**src/shared/kfx_pkg.sv**
```systemverilog
// Package: constants and types for the key stream field XOR block
// Notes on behaviour
// Each D-field pair takes two key segments of exactly segment_length.
// segment_length is header plus payload; header 40, 80 (4a), 120 (4b).
// Payload 800/320/80/640/672 by slot, times 1, 2, 3, 4 or 6 by config.
// Segment bits are used in generator order, index 0 to length minus one.
// Configs 1a-3, 5, 6, control tail: bits 0..39 XOR tail a8..a47.
// Configs 1a-3, 5, 6, other tail: bits 0..39 are discarded.
// Configs 1a-3, 5, 6, unprotected B: bit i XOR segment bit i+40.
// Config 4a, control tail: bits 0..79 XOR tail a8..a87.
// Config 4a, other tail: bits 0..79 are discarded.
// Config 4a, unprotected B: bit i XOR segment bit i+80.
// Config 4b, control tail: bits 0..119 XOR tail a8..a127.
// Config 4b, other tail: bits 0..119 are discarded.
// Config 4b, unprotected B: bit i XOR segment bit i+120.
// B bits to encrypt follow slot and config, equal to payload portion; the code instead takes the count from BCOUNT, at most the payload portion.
// A B count above the payload portion is flagged and clamped.
// Protected format: check bits and X-field pass unencrypted.
// Same mapping decrypts; uncovered bits pass, leftover key bits drop.
package kfx_pkg;
    localparam int IDX_W = 13;
    typedef logic [IDX_W-1:0] kfx_idx_t;
    typedef enum logic [2:0] {
        CFG_1A = 3'h0, CFG_1B = 3'h1, CFG_2 = 3'h2, CFG_3 = 3'h3,
        CFG_4A = 3'h4, CFG_4B = 3'h5, CFG_5 = 3'h6, CFG_6 = 3'h7
    } kfx_cfg_t;
    typedef enum logic [2:0] {
        SLOT_DOUBLE = 3'h0, SLOT_FULL = 3'h1, SLOT_HALF = 3'h2,
        SLOT_L640 = 3'h3, SLOT_L672 = 3'h4
    } kfx_slot_t;
    typedef enum logic [1:0] {
        ST_IDLE = 2'b00, ST_HDR = 2'b01, ST_PAY = 2'b11, ST_DRAIN = 2'b10
    } kfx_state_t;
    localparam kfx_idx_t HDR_BASE   = 13'h0028;
    localparam kfx_idx_t HDR_4A     = 13'h0050;
    localparam kfx_idx_t HDR_4B     = 13'h0078;
    localparam kfx_idx_t PAY_DOUBLE = 13'h0320;
    localparam kfx_idx_t PAY_FULL   = 13'h0140;
    localparam kfx_idx_t PAY_HALF   = 13'h0050;
    localparam kfx_idx_t PAY_L640   = 13'h0280;
    localparam kfx_idx_t PAY_L672   = 13'h02A0;
    localparam logic [7:0] OFS_CTRL   = 8'h00;
    localparam logic [7:0] OFS_BCOUNT = 8'h04;
    localparam logic [7:0] OFS_STATUS = 8'h08;
    localparam logic [7:0] OFS_SEGLEN = 8'h0C;
    localparam int CTRL_CFG_LSB   = 0;
    localparam int CTRL_SLOT_LSB  = 4;
    localparam int CTRL_TAIL_BIT  = 8;
    localparam int CTRL_PROT_BIT  = 9;
    localparam int CTRL_START_BIT = 31;
    localparam int STAT_BUSY_BIT  = 0;
    localparam int STAT_ERR_BIT   = 1;
    localparam int STAT_HALF_BIT  = 2;
    localparam logic [9:0] CTRL_RST   = 10'h000;
    localparam kfx_idx_t   BCOUNT_RST = 13'h0320;
    typedef struct packed {
        kfx_cfg_t  cfg;
        kfx_slot_t slot;
        logic      tailCtl;
        logic      protFmt;
        kfx_idx_t  bitCount;
    } kfx_ctrl_t;
endpackage : kfx_pkg

```
**src/logic/kfx_seg_len.sv**
```systemverilog
// Segment length lookup from configuration and slot type
`timescale 1ns/100ps
module kfx_seg_len
    import kfx_pkg::*;
(
    input  kfx_cfg_t  cfg,
    input  kfx_slot_t slot,
    output kfx_idx_t  hdrLen,
    output kfx_idx_t  payLen,
    output kfx_idx_t  segLen
);
    kfx_idx_t   base;
    logic [2:0] mult;

    always_comb
    begin
        unique case (cfg)
            CFG_4A:  begin hdrLen = HDR_4A;   mult = 3'h2; end
            CFG_4B:  begin hdrLen = HDR_4B;   mult = 3'h3; end
            CFG_2:   begin hdrLen = HDR_BASE; mult = 3'h2; end
            CFG_3:   begin hdrLen = HDR_BASE; mult = 3'h3; end
            CFG_5:   begin hdrLen = HDR_BASE; mult = 3'h4; end
            CFG_6:   begin hdrLen = HDR_BASE; mult = 3'h6; end
            default: begin hdrLen = HDR_BASE; mult = 3'h1; end
        endcase
    end

    always_comb
    begin
        unique case (slot)
            SLOT_DOUBLE: base = PAY_DOUBLE;
            SLOT_FULL:   base = PAY_FULL;
            SLOT_HALF:   base = PAY_HALF;
            SLOT_L640:   base = PAY_L640;
            SLOT_L672:   base = PAY_L672;
            default:     base = PAY_FULL; // Unused codes read as full slot
        endcase
    end

    // Worst case 800 x 6 plus 40 still fits the index width
    assign payLen = kfx_idx_t'(base * kfx_idx_t'(mult));
    assign segLen = kfx_idx_t'(hdrLen + payLen);
endmodule : kfx_seg_len

```
**src/logic/kfx_apb_regs.sv**
```systemverilog
// APB register file for the key stream field XOR block
`timescale 1ns/100ps
module kfx_apb_regs
    import kfx_pkg::*;
(
    input  wire logic        clk,
    input  wire logic        rstn,
    input  wire logic        psel,
    input  wire logic        penable,
    input  wire logic        pwrite,
    input  wire logic [7:0]  paddr,
    input  wire logic [31:0] pwdata,
    output logic      [31:0] prdata,
    output logic             pready,
    output logic             pslverr,
    output kfx_ctrl_t        ctrl,
    output logic             startPulse,
    input  wire logic        busy,
    input  wire logic        errSet,
    input  wire logic        segHalf,
    input  kfx_idx_t         segLen
);
    logic [9:0]  ctrl_reg, ctrl_next;
    kfx_idx_t    bcnt_reg, bcnt_next;
    logic        err_reg, err_next;
    logic        start_reg, start_next;
    logic        rdy_reg, rdy_next;
    logic        slv_reg, slv_next;
    logic [31:0] rd_reg, rd_next;
    logic        wr;
    logic        hit;
    logic [31:0] rdVal;

    assign wr = psel && penable && rdy_reg && pwrite;

    always_comb
    begin
        hit   = 1'b1;
        rdVal = 32'h0000_0000;
        unique case (paddr)
            OFS_CTRL:   rdVal[9:0] = ctrl_reg;
            OFS_BCOUNT: rdVal[IDX_W-1:0] = bcnt_reg;
            OFS_STATUS:
            begin
                rdVal[STAT_BUSY_BIT] = busy;
                rdVal[STAT_ERR_BIT]  = err_reg;
                rdVal[STAT_HALF_BIT] = segHalf;
            end
            OFS_SEGLEN: rdVal[IDX_W-1:0] = segLen;
            default:    hit = 1'b0;
        endcase
    end

    always_comb
    begin
        ctrl_next  = ctrl_reg;
        bcnt_next  = bcnt_reg;
        start_next = 1'b0;
        rdy_next   = psel && penable && !rdy_reg; // One wait state
        slv_next   = psel && penable && !rdy_reg && !hit;
        rd_next    = (psel && penable && !rdy_reg && !pwrite) ? rdVal : rd_reg;
        err_next   = err_reg;
        if (wr && hit && paddr == OFS_CTRL)
        begin
            ctrl_next  = pwdata[9:0];
            start_next = pwdata[CTRL_START_BIT];
        end
        if (wr && hit && paddr == OFS_BCOUNT)
            bcnt_next = pwdata[IDX_W-1:0];
        if (wr && hit && paddr == OFS_STATUS && pwdata[STAT_ERR_BIT])
            err_next = 1'b0;
        if (errSet)
            err_next = 1'b1; // Set wins over clear
    end

    always_ff @(posedge clk or negedge rstn)
    begin
        if (!rstn)
        begin
            ctrl_reg  <= CTRL_RST;
            bcnt_reg  <= BCOUNT_RST;
            err_reg   <= 1'b0;
            start_reg <= 1'b0;
            rdy_reg   <= 1'b0;
            slv_reg   <= 1'b0;
            rd_reg    <= 32'h0000_0000;
        end
        else
        begin
            ctrl_reg  <= ctrl_next;
            bcnt_reg  <= bcnt_next;
            err_reg   <= err_next;
            start_reg <= start_next;
            rdy_reg   <= rdy_next;
            slv_reg   <= slv_next;
            rd_reg    <= rd_next;
        end
    end

    assign prdata        = rd_reg;
    assign pready        = rdy_reg;
    assign pslverr       = slv_reg;
    assign startPulse    = start_reg;
    assign ctrl.cfg      = kfx_cfg_t'(ctrl_reg[CTRL_CFG_LSB +: 3]);
    assign ctrl.slot     = kfx_slot_t'(ctrl_reg[CTRL_SLOT_LSB +: 3]);
    assign ctrl.tailCtl  = ctrl_reg[CTRL_TAIL_BIT];
    assign ctrl.protFmt  = ctrl_reg[CTRL_PROT_BIT];
    assign ctrl.bitCount = bcnt_reg;
endmodule : kfx_apb_regs

```
**src/logic/kfx_keystream_xor.sv**
```systemverilog
// Top: applies key stream segments to the A tail and the B field
`timescale 1ns/100ps
module kfx_keystream_xor
    import kfx_pkg::*;
(
    input  wire logic        clk,
    input  wire logic        rstn,
    input  wire logic        psel,
    input  wire logic        penable,
    input  wire logic        pwrite,
    input  wire logic [7:0]  paddr,
    input  wire logic [31:0] pwdata,
    output logic      [31:0] prdata,
    output logic             pready,
    output logic             pslverr,
    input  wire logic        ksValid,
    input  wire logic        ksBit,
    output logic             ksReady,
    input  wire logic        dValid,
    input  wire logic        dBit,
    input  wire logic        dSkip,
    output logic             dReady,
    output logic             outValid,
    output logic             outBit,
    output logic             outKind
);
    kfx_ctrl_t  ctrl;
    logic       startPulse;
    logic       errSet;
    kfx_idx_t   hdrLen;
    kfx_idx_t   payLen;
    kfx_idx_t   segLen;

    kfx_state_t st_reg, st_next;
    kfx_idx_t   idx_reg, idx_next;
    kfx_idx_t   dcnt_reg, dcnt_next;
    kfx_idx_t   hdr_reg, hdr_next;
    kfx_idx_t   seg_reg, seg_next;
    kfx_idx_t   bcnt_reg, bcnt_next;
    logic       tail_reg, tail_next;
    logic       prot_reg, prot_next;
    logic       half_reg, half_next;
    logic       ksr_reg, ksr_next;
    logic       dr_reg, dr_next;
    logic       ov_reg, ov_next;
    logic       ob_reg, ob_next;
    logic       ok_reg, ok_next;

    logic       skipNow;
    logic       needKey;
    logic       needData;
    logic       take;

    kfx_apb_regs u_regs (
        .clk        (clk),
        .rstn       (rstn),
        .psel       (psel),
        .penable    (penable),
        .pwrite     (pwrite),
        .paddr      (paddr),
        .pwdata     (pwdata),
        .prdata     (prdata),
        .pready     (pready),
        .pslverr    (pslverr),
        .ctrl       (ctrl),
        .startPulse (startPulse),
        .busy       (st_reg != ST_IDLE),
        .errSet     (errSet),
        .segHalf    (half_reg),
        .segLen     (segLen)
    );

    kfx_seg_len u_len (
        .cfg    (ctrl.cfg),
        .slot   (ctrl.slot),
        .hdrLen (hdrLen),
        .payLen (payLen),
        .segLen (segLen)
    );

    // Skip marks only count in the protected format
    assign skipNow = prot_reg && dSkip;

    always_comb
    begin
        needKey  = 1'b0;
        needData = 1'b0;
        unique case (st_reg)
            ST_IDLE:  ;
            ST_HDR:
            begin
                needKey  = 1'b1;
                needData = tail_reg;
            end
            ST_PAY:
            begin
                needKey  = !skipNow;
                needData = 1'b1;
            end
            ST_DRAIN: needKey = 1'b1;
        endcase
    end

    // When both are needed, key and data move together, so a lone valid waits for its partner
    assign take = (st_reg != ST_IDLE)
               && (!needKey  || (ksValid && ksr_reg))
               && (!needData || (dValid && dr_reg));

    always_comb
    begin
        st_next   = st_reg;
        idx_next  = idx_reg;
        dcnt_next = dcnt_reg;
        hdr_next  = hdr_reg;
        seg_next  = seg_reg;
        bcnt_next = bcnt_reg;
        tail_next = tail_reg;
        prot_next = prot_reg;
        half_next = half_reg;
        ov_next   = 1'b0;
        ob_next   = ob_reg;
        ok_next   = ok_reg;
        errSet    = 1'b0;
        unique case (st_reg)
            ST_IDLE:
            begin
                if (startPulse)
                begin
                    hdr_next  = hdrLen;
                    seg_next  = segLen;
                    tail_next = ctrl.tailCtl;
                    prot_next = ctrl.protFmt;
                    idx_next  = '0;
                    dcnt_next = '0;
                    st_next   = ST_HDR;
                    bcnt_next = ctrl.bitCount;
                    if (ctrl.bitCount > payLen)
                    begin
                        // Never read past the segment end
                        bcnt_next = payLen;
                        errSet    = 1'b1;
                    end
                end
            end
            ST_HDR:
            begin
                if (take)
                begin
                    idx_next = idx_reg + 13'h0001;
                    if (tail_reg)
                    begin
                        ov_next = 1'b1;
                        ob_next = dBit ^ ksBit;
                        ok_next = 1'b0;
                    end
                    // Otherwise the key bit is dropped
                    if (idx_reg == hdr_reg - 13'h0001)
                        st_next = (bcnt_reg == '0) ? ST_DRAIN : ST_PAY;
                end
            end
            ST_PAY:
            begin
                if (take)
                begin
                    ov_next = 1'b1;
                    ok_next = 1'b1;
                    if (skipNow)
                        ob_next = dBit;
                    else
                    begin
                        // Key index is header length plus i
                        ob_next   = dBit ^ ksBit;
                        idx_next  = idx_reg + 13'h0001;
                        dcnt_next = dcnt_reg + 13'h0001;
                        if (dcnt_reg + 13'h0001 == bcnt_reg)
                        begin
                            if (idx_reg + 13'h0001 == seg_reg)
                            begin
                                st_next   = ST_IDLE;
                                half_next = !half_reg;
                            end
                            else
                                st_next = ST_DRAIN;
                        end
                    end
                end
            end
            ST_DRAIN:
            begin
                if (take)
                begin
                    // Leftover key bits are consumed and dropped
                    idx_next = idx_reg + 13'h0001;
                    if (idx_reg + 13'h0001 == seg_reg)
                    begin
                        st_next   = ST_IDLE;
                        half_next = !half_reg;
                    end
                end
            end
        endcase
        ksr_next = (st_next != ST_IDLE);
        dr_next  = (st_next == ST_PAY) || (st_next == ST_HDR && tail_next);
    end

    always_ff @(posedge clk or negedge rstn)
    begin
        if (!rstn)
        begin
            st_reg   <= ST_IDLE;
            idx_reg  <= '0;
            dcnt_reg <= '0;
            hdr_reg  <= HDR_BASE;
            seg_reg  <= '0;
            bcnt_reg <= '0;
            tail_reg <= 1'b0;
            prot_reg <= 1'b0;
            half_reg <= 1'b0;
            ksr_reg  <= 1'b0;
            dr_reg   <= 1'b0;
            ov_reg   <= 1'b0;
            ob_reg   <= 1'b0;
            ok_reg   <= 1'b0;
        end
        else
        begin
            st_reg   <= st_next;
            idx_reg  <= idx_next;
            dcnt_reg <= dcnt_next;
            hdr_reg  <= hdr_next;
            seg_reg  <= seg_next;
            bcnt_reg <= bcnt_next;
            tail_reg <= tail_next;
            prot_reg <= prot_next;
            half_reg <= half_next;
            ksr_reg  <= ksr_next;
            dr_reg   <= dr_next;
            ov_reg   <= ov_next;
            ob_reg   <= ob_next;
            ok_reg   <= ok_next;
        end
    end

    assign ksReady  = ksr_reg;
    assign dReady   = dr_reg;
    assign outValid = ov_reg;
    assign outBit   = ob_reg;
    assign outKind  = ok_reg;
endmodule : kfx_keystream_xor

```
**config.mk**
```make
export PLATFORM = sky130hd
export DESIGN_NAME = kfx_keystream_xor
export DESIGN_NICKNAME = d
export VERILOG_FILES = /design/src/shared/kfx_pkg.sv /design/src/logic/kfx_seg_len.sv /design/src/logic/kfx_apb_regs.sv /design/src/logic/kfx_keystream_xor.sv
export SDC_FILE = /design/constraint.sdc
export NUM_CORES = 1
export LEC_CHECK = 0
export ABC_CLOCK_PERIOD_IN_PS = 11800
export BUFFER_PORTS_ARGS = -buffer_cell sky130_fd_sc_hd__buf_4
export CAP_MARGIN = 0
export CORE_MARGIN = 2
export CORE_UTILIZATION = 45
export DETAILED_ROUTE_END_ITERATION = 12
export HOLD_SLACK_MARGIN = 0.12
export PLACE_DENSITY_LB_ADDON = 0.15
export SKIP_CTS_REPAIR_TIMING = 1
export SLEW_MARGIN = 30
export SYNTH_ARGS = -nofsm -noshare
export SYNTH_HDL_FRONTEND = slang
export SYNTH_SLANG_ARGS = --single-unit
```
**constraint.sdc**
```tcl
create_clock -name clk -period 11.8 [get_ports clk]
set_input_delay 1.18 -clock clk [delete_from_list [all_inputs] [get_ports clk]]
set_output_delay 1.18 -clock clk [all_outputs]
set_load 0.05 [all_outputs]
```
==> results of run 1 <==
==> worst reg2reg max path: cells and delay by family, from the launching register on <==
family	cells	cell delay [ps]
buf+inv	2	160
simple gates	3	480
mux	1	330
compound gates	9	2140
xor+xnor	1	280
fa+ha+maj	3	1060
flops	1	450
==> cells by family (layout without fill, tap and decap cells) <==
kind of cell	Yosys count	after routing
AO/OA/AOI/OAI	160	160
adder cells (fa/ha/maj)	35	35
other	1	19
XOR/XNOR	53	53
AND/OR/NAND/NOR	242	242
buffers and inverters	85	96
multiplexers	52	52
flip-flops	101	101
==> power by group through the flow <==
stage               registers [mW]  logic [mW]  clock network, mW
floorplan                    0.381       0.100                  0
global placement             0.385       0.136                  0
detailed placement           0.385       0.140                  0
CTS                          0.379       0.141              0.343
global route                 0.382       0.157              0.356
finish                       0.379       0.140              0.335
==> Yosys cell counts, types with 3 or more instances <==
cell type	instances	area (um^2)
dfrtp_1	97	2430
nand2_1	77	289
o21ai_0	52	260
nor2_1	48	180
xnor2_1	34	298
a21oi_1	32	160
clkbuf_1	28	105
ha_1	28	350
nand3_1	27	135
mux2_2	26	293
inv_1	25	93.8
mux2i_1	25	250
buf_4	20	150
nor3_1	19	95.1
xor2_1	17	149
a22o_1	14	123
nand4_1	12	75.1
nor4_1	11	68.8
a21o_1	9	67.6
and2_1	7	43.8
nand2b_1	7	43.8
and3_1	6	37.5
buf_2	6	30.0
fa_1	6	120
o22ai_1	6	37.5
nor2b_1	5	31.3
o21a_1	5	37.5
o31ai_1	5	37.5
or3_1	5	31.3
a21boi_0	4	30.0
dfstp_2	4	105
a31oi_1	3	18.8
a32o_1	3	30.0
buf_6	3	33.8
nor4b_1	3	26.3
o21bai_1	3	22.5
==> cell usage in the layout (no fill, tap or decap), types with 4 or more instances in the layout <==
cell type / instances
a21boi_0: 4
a21o_1: 9
a21oi_1: 32
a22o_1: 14
and2_1: 7
and3_1: 6
buf_4: 53
clkbuf_16: 9
conb_1: 19
dfrtp_1: 97
dfstp_2: 4
fa_1: 6
ha_1: 28
inv_1: 25
mux2_2: 26
mux2i_1: 25
nand2_1: 76
nand2b_1: 7
nand3_1: 27
nand4_1: 12
nor2_1: 48
nor2b_1: 5
nor3_1: 19
nor4_1: 10
o21a_1: 5
o21ai_0: 52
o22ai_1: 6
o31ai_1: 5
or3_1: 5
xnor2_1: 34
xor2_1: 17
==> layer usage <==
layer / up-vias / routed length (um) / GRT usage, %
met1: 2636 / 8030 / 30.6
met5: - / 0 / 0
met3: 15 / 760 / 4.13
met4: 0 / 189 / 6.14
met2: 158 / 7800 / 34.7
li1: 2592 / - / -
==> layout make-up <==
type | instances | area [um^2] | share of cell area [%]
Tap cell | 184 | 230 | 3.08
Clock inverter | 6 | 93.8 | 1.26
Multi-Input combinational cell | 561 | 3870 | 51.8
Inverter | 26 | 97.6 | 1.31
Sequential cell | 101 | 2530 | 33.9
Timing Repair Buffer | 54 | 409 | 5.47
Clock buffer | 10 | 239 | 3.20
==> metrics by stage <==
stage	hold slack [ps]	setup WS (ps)	power, mW	instance area (um^2)
after floorplan	441	7600	0.481	6810
after global placement	476	6920	0.521	7140
after detailed placement	477	6870	0.525	7140
after CTS	490	6840	0.863	7470
after global routing	534	6380	0.895	7480
final	483	6760	0.854	7480
==> worst paths after layout <==
kind	to	depth (start not counted)	from	slack (ps)
setup / recovery	bcnt_reg[6]	19	u_regs.ctrl_reg[2]	6760
hold / removal	u_regs.pready	1	u_regs.pready	480
setup reg to reg	bcnt_reg[6]	19	u_regs.ctrl_reg[2]	6760
hold reg to reg	u_regs.pready	1	u_regs.pready	480
max in group asynchronous	u_regs.ctrl_reg[0]	2	rstn	10080
min in group asynchronous	outValid	1	rstn	730
==> flow_metrics.tcl, run 1 <==
set metrics [dict create \
    die_y_um 126 \
    cts_htree_levels 3 \
    cts_tree "built" \
    path_cells "nand2_1, o21ai_0, a21o_1, fa_1, inv_1, ha_1, a21o_1, a21oi_1, o21bai_1, a21oi_1, xnor2_1, inv_1, ha_1, and2_0, nand3b_1, o21bai_1, a31oi_2, mux2i_1, a21oi_1" \
    switchingPower_mw 0.261 \
    initial_core_util_pct 46.2 \
    post-route-util_pct 51.2 \
    clockBufferDepth 2 \
    p_leak_nw 3.45 \
    path_max_fanout 9 \
    slowest_stage "a31oi_2" \
    worst_pin_slew_ps 912 \
    grt_max_degree 77 \
    ys.flop_type "dfrtp_1" \
    dp_hpwl_mm 12.6 \
    power.internal_mw 0.593 \
    path_class "reg -> reg" \
    fillers 1362 \
    start_kind "register" \
    synth_compound_area_share_pct 15.6 \
    max_cap_violations 0 \
    syn_to_final_growth_pct 10.8 \
    sw_frac_of_total_pct 30.6 \
    ioPinCount 89 \
    num_rows 44 \
    dieArea_um2 16000 \
    drc 0 \
    seqPwrFrac_pct 44.3 \
    overflow 0 \
    hold_class "reg -> reg" \
    crit_family "compound AO/OA/AOI/OAI gates" \
    cts_sinks 101 \
    fmax_ghz 0.199 \
    final_cells 942 \
    cp_num_buf_inv 2 \
    synth_area_per_cell_um2 9.25 \
    synth_edf_count 0 \
    clkLatencyLatePin_ps 360 \
    async_flop_share_pct 100 \
    clkPwrFrac_pct 39.2 \
    clk_pin_slew_ps 70 \
    synthAdderAreaFrac_pct 7.12 \
    crit_arrival_ps 5240 \
    worstSetupEndpointType "register" \
    required_ps 12000 \
    layout.nets 837 \
    run_status "complete, no violations" \
    p_comb_share_pct 16.4 \
    place_congestion 0.890 \
    max-slew-margin-rel_pct 38.8 \
    synth.area.mux_share_pct 8.38 \
    tns_ps 0 \
    post-route-min-period_ps 5040 \
    placed_cells 926 \
    diodes 0 \
    ys_ff_latch 101 \
    slew_viol_final 0 \
    grt_pass1_vias 5340 \
    power_density_nw_per_um2 114 \
    finalSetupViolCount 0 \
    netlist_area_um2 6750 \
    final.period_utilization_pct 42.7 \
    fp.dieW_um 126 \
    core_area_um2 14600 \
    synth_xor_area_share_pct 7.29 \
    rsz0062_at_grt "no" \
    dr.pass1.iters 7 \
    routed_wl_mm 16.8 \
    synth_cells 729 \
    vdd_drop_max_uv 70.3 \
    drt_iter0_markers 355 \
    vias_per_cell 5.73 \
    antenna_found_initial 0 \
    drt-wirelength-per-cell_um 17.8 \
    max_stage_delay_ps 620 \
    vias 5401 \
    root_buffer "clkbuf_16" \
    port_buffers 51 \
    yosysUniqueCellTypes 75 \
    numCtsBuffers 9 \
    clock_skew_ps 8.31 \
    drive_gt1_share_pct 15.4 \
    global_route.usage.total_pct 21.9 \
    hold_viol 0 \
    yosys_warnings 0 \
    synth_top_family_by_area "simple AND/OR/NAND/NOR gates" \
    ys_seq_area_share_pct 37.5 \
    yosys.area_share.simple_pct 17.8 \
    grt_pass1_wl_mm 28.0 \
    drtAntennaViolNets 0 \
    timing.critical_path.mode_cell "a21oi_1" \
]
Note: power is estimated with default switching activity, not from simulation.
==> run 2: changes to the inputs <==
--- a/config.mk
+++ b/config.mk
@@ -5,7 +5,7 @@
 export SDC_FILE = /design/constraint.sdc
 export NUM_CORES = 1
 export LEC_CHECK = 0
-export ABC_CLOCK_PERIOD_IN_PS = 11800
+export ABC_CLOCK_PERIOD_IN_PS = 4500
 export BUFFER_PORTS_ARGS = -buffer_cell sky130_fd_sc_hd__buf_4
 export CAP_MARGIN = 0
 export CORE_MARGIN = 2
==> constraint.sdc (replaced) <==
create_clock -name clk -period 4.5 [get_ports clk]
set_input_delay 0.45 -clock clk [delete_from_list [all_inputs] [get_ports clk]]
set_output_delay 0.45 -clock clk [all_outputs]
set_load 0.05 [all_outputs]
==> run 2 against run 1 <==
Against the previous run:
- total power rose to 2.5 times the previous value
- cell area rose by 1.3%
- register-to-register slack got worse by 6500 ps
- clock-buffer cell count rose by 2
- first-iteration DRC count rose by 17%
- setup slack got worse by 6500 ps
- non-clock buffer count rose by 12
- fmax rose by 19%
- die area did not move
- worst hold slack got worse by 370 ps
- largest cell class unchanged
- largest power group unchanged
- highest routed layer unchanged
==> flow_metrics.tcl, run 2 (same netlist as run 1, synthesis figures left out) <==
set metrics [dict create \
    run_status "complete, no violations" \
    numCtsBuffers 9 \
    place_congestion 0.924 \
    p_leak_nw 3.49 \
    power_density_nw_per_um2 284 \
    grt_pass1_vias 5024 \
    grt_pass1_wl_mm 26.6 \
    layout_common_cells "dfrtp_1 (92), nand2_1 (76), buf_4 (63), o21ai_0 (49), nor2_1 (46)" \
    hold_viol 0 \
    fmax_ghz 0.236 \
    initial_core_util_pct 46.2 \
    dp_hpwl_mm 12.2 \
    cts_htree_levels 3 \
    power.total_mw 2.15 \
    drt_iter0_markers 416 \
    fp.dieW_um 126 \
    clock_skew_ps 11.0 \
    final.period_utilization_pct 94.2 \
    vdd_drop_max_uv 189 \
    clkLatencyLatePin_ps 350 \
    diodes 0 \
    ioPinCount 89 \
    dieArea_um2 16000 \
    start_kind "register" \
    reg2reg_to "bcnt_reg[6]" \
    worst_pin_slew_ps 781 \
    drive_gt1_share_pct 18.3 \
    dr.pass1.iters 5 \
    global_route.usage.total_pct 20.8 \
    fillers 1336 \
    rrSetupSlack_ps 260 \
    drtAntennaViolNets 0 \
    required_ps 4700 \
    clockBufferDepth 2 \
    cts_tree "built" \
    post-route-min-period_ps 4240 \
    overflow 0 \
    timing.rr.start "u_regs.ctrl_reg[5]" \
    path_max_fanout 5 \
    max-slew-margin-rel_pct 47.4 \
    drt-wirelength-per-cell_um 17.2 \
    die_y_um 126 \
    root_buffer "clkbuf_16" \
    rr_worst_depth 20 \
    regArea_um2 2540 \
    finalSetupViolCount 0 \
    hold_class "in -> async" \
    antenna_found_initial 0 \
    port_buffers 51 \
    layout.nets 849 \
    multi_input_area_um2 3910 \
    cts_sinks 101 \
    core_area_um2 14600 \
    vias 5438 \
    clk_pin_slew_ps 70 \
    num_rows 44 \
    vias_per_cell 5.71 \
    crit_arrival_ps 4440 \
    syn_to_final_growth_pct 12.3 \
    path_class "reg -> reg" \
    final_common_cell "dfrtp_1" \
    routed_wl_mm 16.4 \
    holdWs_ps 111 \
    max_cap_violations 0 \
    worstSetupEndpointType "register" \
    drc 0 \
    grt_max_degree 72 \
    slew_viol_final 0 \
]
## run 2: cell type report
type | instances | area share [%]
multi-input cells | 561 | 51.7
flip-flops and latches | 101 | 33.5
repair buffers | 66 | 6.61
clock buffers | 12 | 3.26
well taps | 184 | 3.04
inverters | 26 | 1.29
clock inverters | 3 | 0.611
## run 2: metrics by stage
stage,area [um^2],util [%],setup TNS (ps),std cells,setup slack [ps]
5_1_grt,7570,51.9,-51.9,953,-19.7
3_3_place_gp,7200,49.4,0,936,198
6_report,7570,51.9,0,953,260
2_1_floorplan,6810,-,0,747,303
4_1_cts,7500,51.4,0,951,62.6
3_5_place_dp,7200,49.4,0,936,84.5
## run 2: worst max-delay path, stage by stage (launching register included)
cell and delay [ps]:
dfrtp_2 420, nor2b_4 200, nand2_1 130, a21o_1 220, fa_1 470, inv_1 70, ha_1 290, a21o_1 170
a21oi_2 170, o21bai_1 80, a21oi_1 190, xnor2_1 160, inv_1 60, ha_1 260, and2_0 150, nand3b_1 120
o21bai_1 200, a31oi_2 250, buf_6 170, mux2i_2 230, a21oi_1 90
## run 2: power breakdown
part	switching (mW)	internal, mW	total, mW
clock	0.348	0.445	0.793
sequential	0.0552	0.939	0.994
combinational	0.255	0.110	0.365
## run 2: worst max-delay path by stage
stage | from | cells past startpoint | end | slack (ps)
final | u_regs.ctrl_reg[5] | 20 | bcnt_reg[6] | 260
after global routing | u_regs.ctrl_reg[5] | 21 | bcnt_reg[11] | -20
after CTS | u_regs.ctrl_reg[1] | 20 | bcnt_reg[6] | 60
after detailed placement | u_regs.ctrl_reg[5] | 20 | bcnt_reg[6] | 80
after global placement | u_regs.ctrl_reg[6] | 20 | bcnt_reg[6] | 200
after floorplan | u_regs.ctrl_reg[2] | 19 | bcnt_reg[11] | 300
## run 2: routing by layer
| layer | track usage [%] | part of all wire, % | routed length, um |
|---|---|---|---|
| met1 | 29.7 | 47 | 7770 |
| met2 | 32.0 | 46 | 7490 |
| met3 | 5.15 | 5.4 | 878 |
| met4 | 5.30 | 1.4 | 226 |
| met5 | 0 | 0 | 0 |
